**src/hdl/bmp_consts.svh**
```systemverilog
// Constants for the boot-mode and programming-port block.
`ifndef BMP_CONSTS_SVH
`define BMP_CONSTS_SVH

// Register byte offsets.
`define BMP_CTRL_OFS 8'h00
`define BMP_STAT_OFS 8'h04

// Control register fields.
`define BMP_CTRL_FN_LSB 0
`define BMP_CTRL_FN_MSB 1
`define BMP_CTRL_GPO_BIT 2
`define BMP_CTRL_SYNC_BIT 3
`define BMP_CTRL_CKO_BIT 4
`define BMP_CTRL_CKOE_BIT 5
`define BMP_CTRL_RST 8'h00

// Status register fields.
`define BMP_STAT_SRC_LSB 0
`define BMP_STAT_SRC_MSB 1
`define BMP_STAT_PROGRAM_CABLE_CONNECTOR_BIT 2
`define BMP_STAT_BS0_BIT 3
`define BMP_STAT_BS1_BIT 4
`define BMP_STAT_CKI_BIT 5
`define BMP_STAT_FETCH_BIT 6

// AXI responses.
`define BMP_RESP_OKAY 2'h0
`define BMP_RESP_SLVERR 2'h2

// Clock and boot link timing.
`define BMP_CLK_HZ 25000000
`define BMP_BOOT_BAUD 2400
`define BMP_BAUD_DIV (`BMP_CLK_HZ / `BMP_BOOT_BAUD)

`endif

```
**src/hdl/bmp_pkg.sv**
```systemverilog
// Types for the boot-mode and programming-port block.
package bmp_pkg;

  typedef enum logic [1:0] {
    BMP_FN_FETCH = 2'b00,
    BMP_FN_INTACK = 2'b01,
    BMP_FN_GPO = 2'b10,
    BMP_FN_RSVD = 2'b11
  } bmp_status_fn_t;

  // Index is {boot_select_0, boot_select_1}.
  typedef enum logic [1:0] {
    BMP_SRC_ZERO = 2'b00,
    BMP_SRC_SLAVE = 2'b01,
    BMP_SRC_CLOCKED = 2'b10,
    BMP_SRC_ASYNC = 2'b11
  } bmp_boot_src_t;

  typedef struct packed {
    logic clk_oe;
    logic clk_out;
    logic sync_mode;
    logic gpo;
    bmp_status_fn_t fn;
  } bmp_ctrl_t;

endpackage

```
**src/hdl/bmp_port.sv**
```systemverilog
// Boot-mode select, status pin, reset and programming-port serial control.
//
// Contract
// - After reset, boot-select inputs choose cold boot or run from zero.
// - Program or run mode comes from boot-select levels at reset.
// - Cable attached drives both selects high; enter program mode.
// - No cable leaves both selects low; enter run mode.
// - Download and debug accepted only in program mode; only debug is gated here, the serial pins pass data in every mode.
// - Status function one drives low on the first opcode fetch.
// - Status function two drives low during interrupt acknowledge.
// - Status function three is a software general-purpose output.
// - Active-low external reset resets processor and peripherals.
// - Serial port runs synchronous, or asynchronous with clock as GPIO.
// - While running, selects read as inputs, status usable as output.
// - Encoding: 00 zero, 01 slave, 10 clocked, 11 async 2400.
`timescale 1ns/1ps
`default_nettype none
`include "bmp_consts.svh"

module bmp_port #(
  parameter int BOOT_BAUD_DIV = `BMP_BAUD_DIV
) (
  input wire logic aclk,
  input wire logic aresetn,
  input wire logic [7:0] s_axi_awaddr,
  input wire logic s_axi_awvalid,
  output logic s_axi_awready,
  input wire logic [31:0] s_axi_wdata,
  input wire logic [3:0] s_axi_wstrb,
  input wire logic s_axi_wvalid,
  output logic s_axi_wready,
  output logic [1:0] s_axi_bresp,
  output logic s_axi_bvalid,
  input wire logic s_axi_bready,
  input wire logic [7:0] s_axi_araddr,
  input wire logic s_axi_arvalid,
  output logic s_axi_arready,
  output logic [31:0] s_axi_rdata,
  output logic [1:0] s_axi_rresp,
  output logic s_axi_rvalid,
  input wire logic s_axi_rready,
  input wire logic boot_select_0,
  input wire logic boot_select_1,
  input wire logic ext_reset_n,
  output logic periph_reset_n,
  output logic cold_boot,
  output logic exec_from_zero,
  output logic program_mode,
  output logic [1:0] boot_src,
  output logic boot_baud_tick,
  input wire logic opcode_fetch,
  input wire logic int_ack,
  output logic status_pin,
  input wire logic dbg_req,
  output logic dbg_grant,
  input wire logic ser_txd,
  output logic ser_rxd,
  input wire logic ser_clk_out,
  input wire logic ser_clk_oe,
  output logic ser_clk_in,
  output logic txd_pin,
  input wire logic rxd_pin,
  input wire logic sclk_i,
  output logic sclk_o,
  output logic sclk_oe
);

  ////////////////////////////////////////////////////////////////////////////
  // Reset and boot-select latch.

  logic rst_all;
  logic in_rst_r;
  logic [1:0] src_r;
  logic program_cable_connector_r;
  logic [15:0] baud_cnt_r;

  // The external reset joins the bus reset here; the bus slave and control register use the bus reset only.
  assign rst_all = !aresetn || !ext_reset_n;

  always_ff @(posedge aclk) begin
    if (rst_all) begin
      in_rst_r <= 1'b1;
    end else begin
      in_rst_r <= 1'b0;
    end
  end

  // The latch is taken on the first clock after release, so a pin that
  // moves later (cable pulled) cannot change the mode of a running core.
  always_ff @(posedge aclk) begin
    if (rst_all) begin
      src_r <= 2'b00;
      program_cable_connector_r <= 1'b0;
    end else if (in_rst_r) begin
      src_r <= {boot_select_0, boot_select_1};
      program_cable_connector_r <= boot_select_0 && boot_select_1;
    end
  end

  always_ff @(posedge aclk) begin
    if (rst_all) begin
      periph_reset_n <= 1'b0;
      cold_boot <= 1'b0;
      exec_from_zero <= 1'b0;
      program_mode <= 1'b0;
      boot_src <= 2'b00;
    end else begin
      periph_reset_n <= !in_rst_r;
      cold_boot <= !in_rst_r && (src_r != bmp_pkg::BMP_SRC_ZERO);
      exec_from_zero <= !in_rst_r && (src_r == bmp_pkg::BMP_SRC_ZERO);
      program_mode <= !in_rst_r && program_cable_connector_r;
      boot_src <= src_r;
    end
  end

  // Bit clock for the asynchronous cold boot at the fixed boot rate.
  always_ff @(posedge aclk) begin
    if (rst_all || in_rst_r || src_r != bmp_pkg::BMP_SRC_ASYNC) begin
      baud_cnt_r <= 16'h0000;
      boot_baud_tick <= 1'b0;
    end else if (baud_cnt_r == 16'(BOOT_BAUD_DIV - 1)) begin
      baud_cnt_r <= 16'h0000;
      boot_baud_tick <= 1'b1;
    end else begin
      baud_cnt_r <= baud_cnt_r + 16'h0001;
      boot_baud_tick <= 1'b0;
    end
  end

  ////////////////////////////////////////////////////////////////////////////
  // Control register and the status pin.

  bmp_pkg::bmp_ctrl_t ctrl_r;
  logic fetch_seen_r;

  always_ff @(posedge aclk) begin
    if (rst_all) begin
      fetch_seen_r <= 1'b0;
    end else if (opcode_fetch) begin
      fetch_seen_r <= 1'b1;
    end
  end

  always_ff @(posedge aclk) begin
    if (rst_all) begin
      status_pin <= 1'b1;
    end else begin
      case (ctrl_r.fn)
        bmp_pkg::BMP_FN_FETCH: begin
          status_pin <= !(opcode_fetch && !fetch_seen_r);
        end
        bmp_pkg::BMP_FN_INTACK: begin
          status_pin <= !int_ack;
        end
        bmp_pkg::BMP_FN_GPO: begin
          status_pin <= ctrl_r.gpo;
        end
        default: begin
          status_pin <= 1'b1;
        end
      endcase
    end
  end

  // Debug requests from the link are dropped outside program mode.
  always_ff @(posedge aclk) begin
    if (rst_all) begin
      dbg_grant <= 1'b0;
    end else begin
      dbg_grant <= dbg_req && program_cable_connector_r && !in_rst_r;
    end
  end

  ////////////////////////////////////////////////////////////////////////////
  // Serial port pins.

  always_ff @(posedge aclk) begin
    if (rst_all) begin
      txd_pin <= 1'b1;
      ser_rxd <= 1'b1;
      sclk_o <= 1'b0;
      sclk_oe <= 1'b0;
      ser_clk_in <= 1'b0;
    end else begin
      txd_pin <= ser_txd;
      ser_rxd <= rxd_pin;
      ser_clk_in <= sclk_i;
      if (ctrl_r.sync_mode) begin
        sclk_o <= ser_clk_out;
        sclk_oe <= ser_clk_oe;
      end else begin
        sclk_o <= ctrl_r.clk_out;
        sclk_oe <= ctrl_r.clk_oe;
      end
    end
  end

  ////////////////////////////////////////////////////////////////////////////
  // AXI4-Lite slave.

  logic aw_have_r;
  logic w_have_r;
  logic [7:0] aw_addr_r;
  logic [7:0] w_data_r;
  logic w_lane_r;
  logic aw_take;
  logic w_take;
  logic ar_take;
  logic wr_fire;
  logic [7:0] wa;
  logic [7:0] wd;
  logic wl;
  logic aw_have_nxt;
  logic w_have_nxt;
  logic bvalid_nxt;
  logic rvalid_nxt;

  function automatic logic addr_hit(input logic [7:0] a);
    addr_hit = (a == `BMP_CTRL_OFS) || (a == `BMP_STAT_OFS);
  endfunction

  function automatic logic [31:0] read_word(input logic [7:0] a);
    logic [31:0] v;
    v = 32'h0000_0000;
    if (a == `BMP_CTRL_OFS) begin
      v[5:0] = ctrl_r;
    end else if (a == `BMP_STAT_OFS) begin
      v[`BMP_STAT_SRC_MSB:`BMP_STAT_SRC_LSB] = src_r;
      v[`BMP_STAT_PROGRAM_CABLE_CONNECTOR_BIT] = program_cable_connector_r;
      v[`BMP_STAT_BS0_BIT] = boot_select_0;
      v[`BMP_STAT_BS1_BIT] = boot_select_1;
      v[`BMP_STAT_CKI_BIT] = sclk_i;
      v[`BMP_STAT_FETCH_BIT] = fetch_seen_r;
    end
    read_word = v;
  endfunction

  assign aw_take = s_axi_awvalid && s_axi_awready;
  assign w_take = s_axi_wvalid && s_axi_wready;
  assign ar_take = s_axi_arvalid && s_axi_arready;

  always_comb begin
    wa = aw_have_r ? aw_addr_r : s_axi_awaddr;
    wd = w_have_r ? w_data_r : s_axi_wdata[7:0];
    wl = w_have_r ? w_lane_r : s_axi_wstrb[0];
    wr_fire = (aw_have_r || aw_take) && (w_have_r || w_take) &&
              !s_axi_bvalid;
    aw_have_nxt = (aw_have_r || aw_take) && !wr_fire;
    w_have_nxt = (w_have_r || w_take) && !wr_fire;
    bvalid_nxt = wr_fire || (s_axi_bvalid && !s_axi_bready);
    rvalid_nxt = ar_take || (s_axi_rvalid && !s_axi_rready);
  end

  always_ff @(posedge aclk) begin
    if (!aresetn) begin
      aw_have_r <= 1'b0;
      w_have_r <= 1'b0;
      aw_addr_r <= 8'h00;
      w_data_r <= 8'h00;
      w_lane_r <= 1'b0;
      s_axi_awready <= 1'b0;
      s_axi_wready <= 1'b0;
      s_axi_bvalid <= 1'b0;
      s_axi_bresp <= `BMP_RESP_OKAY;
    end else begin
      aw_have_r <= aw_have_nxt;
      w_have_r <= w_have_nxt;
      s_axi_awready <= !aw_have_nxt && !bvalid_nxt;
      s_axi_wready <= !w_have_nxt && !bvalid_nxt;
      s_axi_bvalid <= bvalid_nxt;
      if (aw_take) begin
        aw_addr_r <= s_axi_awaddr;
      end
      if (w_take) begin
        w_data_r <= s_axi_wdata[7:0];
        w_lane_r <= s_axi_wstrb[0];
      end
      if (wr_fire) begin
        s_axi_bresp <= addr_hit(wa) ? `BMP_RESP_OKAY : `BMP_RESP_SLVERR;
      end
    end
  end

  // Control survives the external reset so the port setup is kept;
  // only the bus reset clears it.
  always_ff @(posedge aclk) begin
    if (!aresetn) begin
      ctrl_r <= bmp_pkg::bmp_ctrl_t'(6'(`BMP_CTRL_RST));
    end else if (wr_fire && wl && wa == `BMP_CTRL_OFS) begin
      ctrl_r <= bmp_pkg::bmp_ctrl_t'(wd[5:0]);
    end
  end

  always_ff @(posedge aclk) begin
    if (!aresetn) begin
      s_axi_arready <= 1'b0;
      s_axi_rvalid <= 1'b0;
      s_axi_rdata <= 32'h0000_0000;
      s_axi_rresp <= `BMP_RESP_OKAY;
    end else begin
      s_axi_arready <= !rvalid_nxt;
      s_axi_rvalid <= rvalid_nxt;
      if (ar_take) begin
        s_axi_rdata <= read_word(s_axi_araddr);
        s_axi_rresp <= addr_hit(s_axi_araddr) ? `BMP_RESP_OKAY :
                       `BMP_RESP_SLVERR;
      end
    end
  end
endmodule // bmp_port

`default_nettype wire

```
**config.mk**
```make
export PLATFORM = sky130hd
export DESIGN_NAME = bmp_port
export DESIGN_NICKNAME = d
export VERILOG_FILES = /design/src/hdl/bmp_pkg.sv /design/src/hdl/bmp_port.sv
export VERILOG_INCLUDE_DIRS = /design/src /design/src/hdl
export SDC_FILE = /design/constraint.sdc
export NUM_CORES = 1
export LEC_CHECK = 0
export BUFFER_PORTS_ARGS = -buffer_cell sky130_fd_sc_hd__buf_2
export CORE_UTILIZATION = 40
export DETAILED_ROUTE_END_ITERATION = 6
export GPL_TIMING_DRIVEN = 0
export HOLD_SLACK_MARGIN = 0.03
export MAX_ROUTING_LAYER = met4
export PLACE_DENSITY = 0.77
export SLEW_MARGIN = 20
export SYNTH_ARGS = -nofsm -noshare
export SYNTH_HDL_FRONTEND = slang
export SYNTH_SLANG_ARGS = --single-unit
export TNS_END_PERCENT = 20
```
**constraint.sdc**
```tcl
create_clock -name aclk -period 2.35 [get_ports aclk]
set_clock_uncertainty 0.05 [all_clocks]
set_input_delay 0.1175 -clock aclk [delete_from_list [all_inputs] [get_ports aclk]]
set_output_delay 0.1175 -clock aclk [all_outputs]
set_load 0.02 [all_outputs]
```
======== Word-level counts from Yosys, hierarchy flattened ========
Cells that the tools add are included.
storage, ports and cells
  register bits ........................... 74
  input bits .............................. 70
  output and inout port bits .............. 55
cells by class
  reduce and logical (&&, ||, !) cells .... 49
  eq/ne operators ......................... 6
  add/sub/neg operators ................... 1
  mux-type cells .......................... 13
operators with widths
  cell                   count
  $logic_and 1x1->1      20
  $add 16x1->16 const B  1
  $eq 16x14->1 const B   1
  $eq 8x3->1 const B     2
  $logic_not 8->1        2
  $logic_not 1->1        14
  $mux 6                 2
  $logic_or 1x1->1       9
  $mux 8                 1
  $mux 7                 1
  $mux 1                 6
  $logic_not 2->1        2
  $mux 2                 2
  $pmux 1 s3             1
  $eq 2x1->1 const B     1
  $eq 2x2->1 const B     1
  $ne 2x2->1 const B     1
  $reduce_bool 2->1      1
  $reduce_or 2->1        1

======== Longest topological paths before layout ========
  word-level depth ........................ 8
  depth in mapped cells ................... 8
  depth with buffers taken out ............ 6

======== Worst setup path before layout ========
OpenSTA, ideal clock, no wires.
  kind .................................... reg2reg
  start point ............................. register s_axi_wready
  end point ............................... register ctrl_r[0] (netlist bit)
  arrival ................................. 1.526 ns
  path buffers ............................ 1
  cell stages (with the launch flop) ...... 7
  setup slack ............................. 0.639 ns
  clock period less this slack ............ 1.711 ns
  library setup time ...................... 0.135 ns
  cells stage by stage .................... dfxtp_1 > buf_4 > a21oi_1 > nor3_2 > a21boi_2 > o2111ai_2 > mux2i_1
between the ends
  cells in the longest elaborated chain, start to end .. 6
RTL lines
  element                         RTL line         source
  start, declared                 bmp_port.sv:31   output logic s_axi_wready,
  start signal, assigned          bmp_port.sv:269  s_axi_wready <= !w_have_nxt && !bvalid_nxt;
  $logic_and 1x1->1               bmp_port.sv:239  assign w_take = s_axi_wvalid && s_axi_wready;
  $logic_or 1x1->1                bmp_port.sv:246  wr_fire = (aw_have_r || aw_take) && (w_have_r || w_take) &&
  $logic_and 1x1->1 (2 in a row)  bmp_port.sv:246
  $logic_and 1x1->1               bmp_port.sv:289  end else if (wr_fire && wl && wa == `BMP_CTRL_OFS) begin
  $logic_and 1x1->1 (no line)     -
  end signal, assigned            bmp_port.sv:288  ctrl_r <= bmp_pkg::bmp_ctrl_t'(6'(`BMP_CTRL_RST));
  end signal, assigned            bmp_port.sv:290  ctrl_r <= bmp_pkg::bmp_ctrl_t'(wd[5:0]);
  end, declared                   bmp_port.sv:133  bmp_pkg::bmp_ctrl_t ctrl_r;
No other way between the ends.
A chain may end at the register's enable or synchronous reset.

======== Worst setup path in the final report ========
  start point ............................. register baud_cnt_r[0]
  end point ............................... register baud_cnt_r[12]
between the ends
  cells in the longest elaborated chain, start to end .. 2
  elaborated cells between the ends (all ways) .. 3
RTL lines
  element                                                                RTL line         source
  start, declared                                                        bmp_port.sv:75   logic [15:0] baud_cnt_r;
  start signal, assigned                                                 bmp_port.sv:125  baud_cnt_r <= baud_cnt_r + 16'h0001;
  parallel branches: the longest is 2 deep, another holds $add 16x1->16  -
Parallel ways; which one is timed is not known.

==> results_dict.tcl <==
set metrics [dict create \
    r2r_slack_ns 0.46 \
    cts_tree "yes" \
    antenna_found_initial 0 \
    layout_commonest_cell "dfxtp_1" \
    wl_per_cell_um 11.5 \
    path_buf_inv 2 \
    ys_warn_count 0 \
    grt_pass1_vias 2217 \
    clock-root-buffer "clkbuf_8" \
    vias 2608 \
    dp_hpwl_um 4710 \
    critPathMaxStageDelay_ns 0.37 \
    cts_setup_buffers 0 \
    drive_gt1_frac 0.261 \
    nFillCells 682 \
    cts_hold_buf 27 \
    drv_slew 0 \
    clkTransAtPathRegs_ns 0.07 \
    antennaDiodeCount 0 \
    min_period_ns 1.89 \
    layout_setup_ws_ns 0.456 \
    end_kind "register" \
    grt_overflow 0 \
    placed_area_um2 3600 \
    crit-reg2reg-capture "baud_cnt_r[12]$_SDFF_PP0_" \
    slowest_stage "dfxtp_1" \
    crit_cells 8 \
    finalHoldViolations 0 \
    fmax_mhz 528 \
    min_path_cells 3 \
    dieArea_um2 7950 \
    grt_max_degree 12 \
    place_congestion 0.785 \
    postRouteAntennaNets 0 \
    setup_viol 0 \
    final_cell_mix "72 x dfxtp_1, 69 x buf_2, 41 x nand2_1" \
    fin_util 0.562 \
    dieHeight_um 89.2 \
    cts_buffers 9 \
    port_buffers 67 \
    cpMostUsedCell "buf_2" \
    worstHoldEndpoint "s_axi_bvalid$_SDFF_PN0_" \
    ff2ff_path_depth 8 \
    io_pins 125 \
    outcome "completed" \
    tns_ns 0 \
    powerDensity_nw_per_um2 665 \
    avgSynthCellArea_um2 9.15 \
    whs_ns 0.0608 \
    startpoint_type "register" \
    syn_area_um2 3040 \
    synth_area_leaders "dfxtp_1 47%, buf_4 7.4%, nand2_1 5.1%" \
    synth_top_cell_by_area "dfxtp_1" \
    cts.sink_count 72 \
    post_cts_resized 0 \
    yosysUniqueCellTypes 41 \
    final_area_um2 4100 \
    core_um2 7290 \
    grt_first_pass_wirelength_um 10200 \
    rows 31 \
    yosys_register_bits 72 \
    synth_top_area_share 0.474 \
    clk_path_buf_depth 2 \
    critPathArrivalTime_ns 2.08 \
    first_pass_iters 4 \
    fin_crit_sh 0.806 \
    multi_input_area_um2 1420 \
    crit_chain "ha_1 -> and3_1 -> buf_2 -> and4_1 -> nand4_1 -> nand3_2 -> buf_2 -> nor2_1" \
    wl_um 6520 \
    worstPathMaxFanout 10 \
    register_area_um2 1440 \
    hold_start "s_axi_bready" \
    vias_per_cell 4.60 \
    rr_startpoint "baud_cnt_r[0]$_SDFF_PP0_" \
    nets 534 \
    route.detailed.drc 0 \
    start_util 0.417 \
    ys_seq_area_frac 0.474 \
    path_delay_family "simple AND/OR/NAND/NOR gates" \
    crit_type "reg2reg" \
    htreeDepth 3 \
    irDropWorstVdd_mv 0.387 \
    die_w_um 89.2 \
    grt_setup_unrepaired "false" \
    syn_to_final_growth_pct 34.9 \
    hp-class "in2reg" \
    max_cap_violations 0 \
    postSynthCellCount 332 \
    p_leak_nw 1.77 \
    drt_iter0_markers 110 \
    cp_data_required_time_ns 2.53 \
    grt_usage 0.175 \
    preCtsSetupSlack_ns 0.452 \
    clk_latency_ns 0.34 \
]
==> per-layer routing <==
| layer | vias to the layer above | wire [µm] | global-route usage |
|---|---|---|---|
| li1 | 1344 | - | - |
| met1 | 1180 | 2940 | 0.215 |
| met2 | 70 | 3160 | 0.269 |
| met3 | 14 | 278 | 0.0480 |
| met4 | 0 | 140 | 0.0779 |
| met5 | - | 0 | - |
==> cell usage after synthesis <==
| cell | count |
|---|---|
| o21ai_0 | 8 |
| a22oi_1 | 6 |
| nor4_1 | 5 |
| nand3b_1 | 1 |
| mux2i_1 | 10 |
| o211ai_1 | 6 |
| and4_1 | 3 |
| o21a_1 | 3 |
| and2b_1 | 1 |
| nand3_1 | 15 |
| nand2_1 | 41 |
| a21boi_1 | 1 |
| or2_2 | 2 |
| buf_2 | 2 |
| and2_1 | 4 |
| dfxtp_1 | 72 |
| ha_1 | 1 |
| o221a_2 | 1 |
| and3_1 | 7 |
| nor4b_1 | 2 |
| a21boi_0 | 15 |
| or4_4 | 1 |
| a21oi_1 | 11 |
| nor2b_1 | 5 |
| nand4_1 | 4 |
| nand2b_1 | 10 |
| nor3_2 | 1 |
| clkbuf_1 | 10 |
| nor3b_1 | 2 |
| conb_1 | 1 |
| buf_4 | 30 |
| xnor2_1 | 5 |
| nor4_4 | 1 |
| a21boi_2 | 1 |
| o211a_1 | 1 |
| xor2_1 | 9 |
| nor2_1 | 28 |
| nand3_2 | 1 |
| o2111ai_2 | 1 |
| inv_1 | 1 |
| nor3_1 | 3 |
==> cells by family (layout without fill, tap and decap cells) <==
| kind of cell | after synthesis | in the layout | share of synthesized area |
|---|---|---|---|
| other | 1 | 27 | 0.00123 |
| and+or+nand+nor | 137 | 137 | 0.233 |
| DFF | 72 | 72 | 0.474 |
| AOI/OAI and AO/OA | 54 | 54 | 0.124 |
| adders and majority gates | 1 | 1 | 0.00412 |
| buffers and inverters | 43 | 153 | 0.0910 |
| xor gates and xnor gates | 14 | 14 | 0.0403 |
| muxes | 10 | 10 | 0.0329 |
==> worst max-delay path by stage <==
stage,startpoint,endpoint,slack (ns)
after floorplan,s_axi_wready$_SDFF_PN0_,ctrl_r[0]$_SDFFE_PN0P_,0.64
after global placement,baud_cnt_r[0]$_SDFF_PP0_,baud_cnt_r[10]$_SDFF_PP0_,0.49
after detailed placement,baud_cnt_r[0]$_SDFF_PP0_,baud_cnt_r[12]$_SDFF_PP0_,0.45
after CTS,baud_cnt_r[0]$_SDFF_PP0_,baud_cnt_r[12]$_SDFF_PP0_,0.44
after global routing,baud_cnt_r[0]$_SDFF_PP0_,baud_cnt_r[12]$_SDFF_PP0_,0.30
final,baud_cnt_r[0]$_SDFF_PP0_,baud_cnt_r[12]$_SDFF_PP0_,0.46
==> worst min-delay path, delay by kind of cell <==
kind / cells / cell delay, ns
simple gates: 1 / 0.04
buf+inv: 1 / 0.08
compound gates: 1 / 0.17
==> where the power goes <==
| group | internal [mW] | total, mW | switching (mW) |
|---|---|---|---|
| clock | 0.686 | 1.12 | 0.430 |
| combinational | 0.148 | 0.321 | 0.173 |
| sequential | 1.26 | 1.29 | 0.0272 |
==> layout make-up <==
type,count,share of cell area
clock buffers,14,0.0421
inverters,1,0.000916
flip-flops and latches,72,0.352
well taps,99,0.0302
plain buffers,42,0.0665
multi-input cells,243,0.346
repair buffers,94,0.148
clock inverters,2,0.0147
==> state kept, by name (all words and copies together), names as in the netlist, 2 cells and up <==
register     count
src_r            2
w_data_r         6
boot_src         2
s_axi_rdata      7
aw_addr_r        8
ctrl_r           6
baud_cnt_r      16
==> through the flow <==
step	power, mW	instances
2_1_floorplan	1.51	358
3_3_place_gp	1.59	524
3_5_place_dp	1.60	524
4_1_cts	2.76	567
5_1_grt	2.84	567
6_report	2.72	567
(Power assumes the default switching activity.)
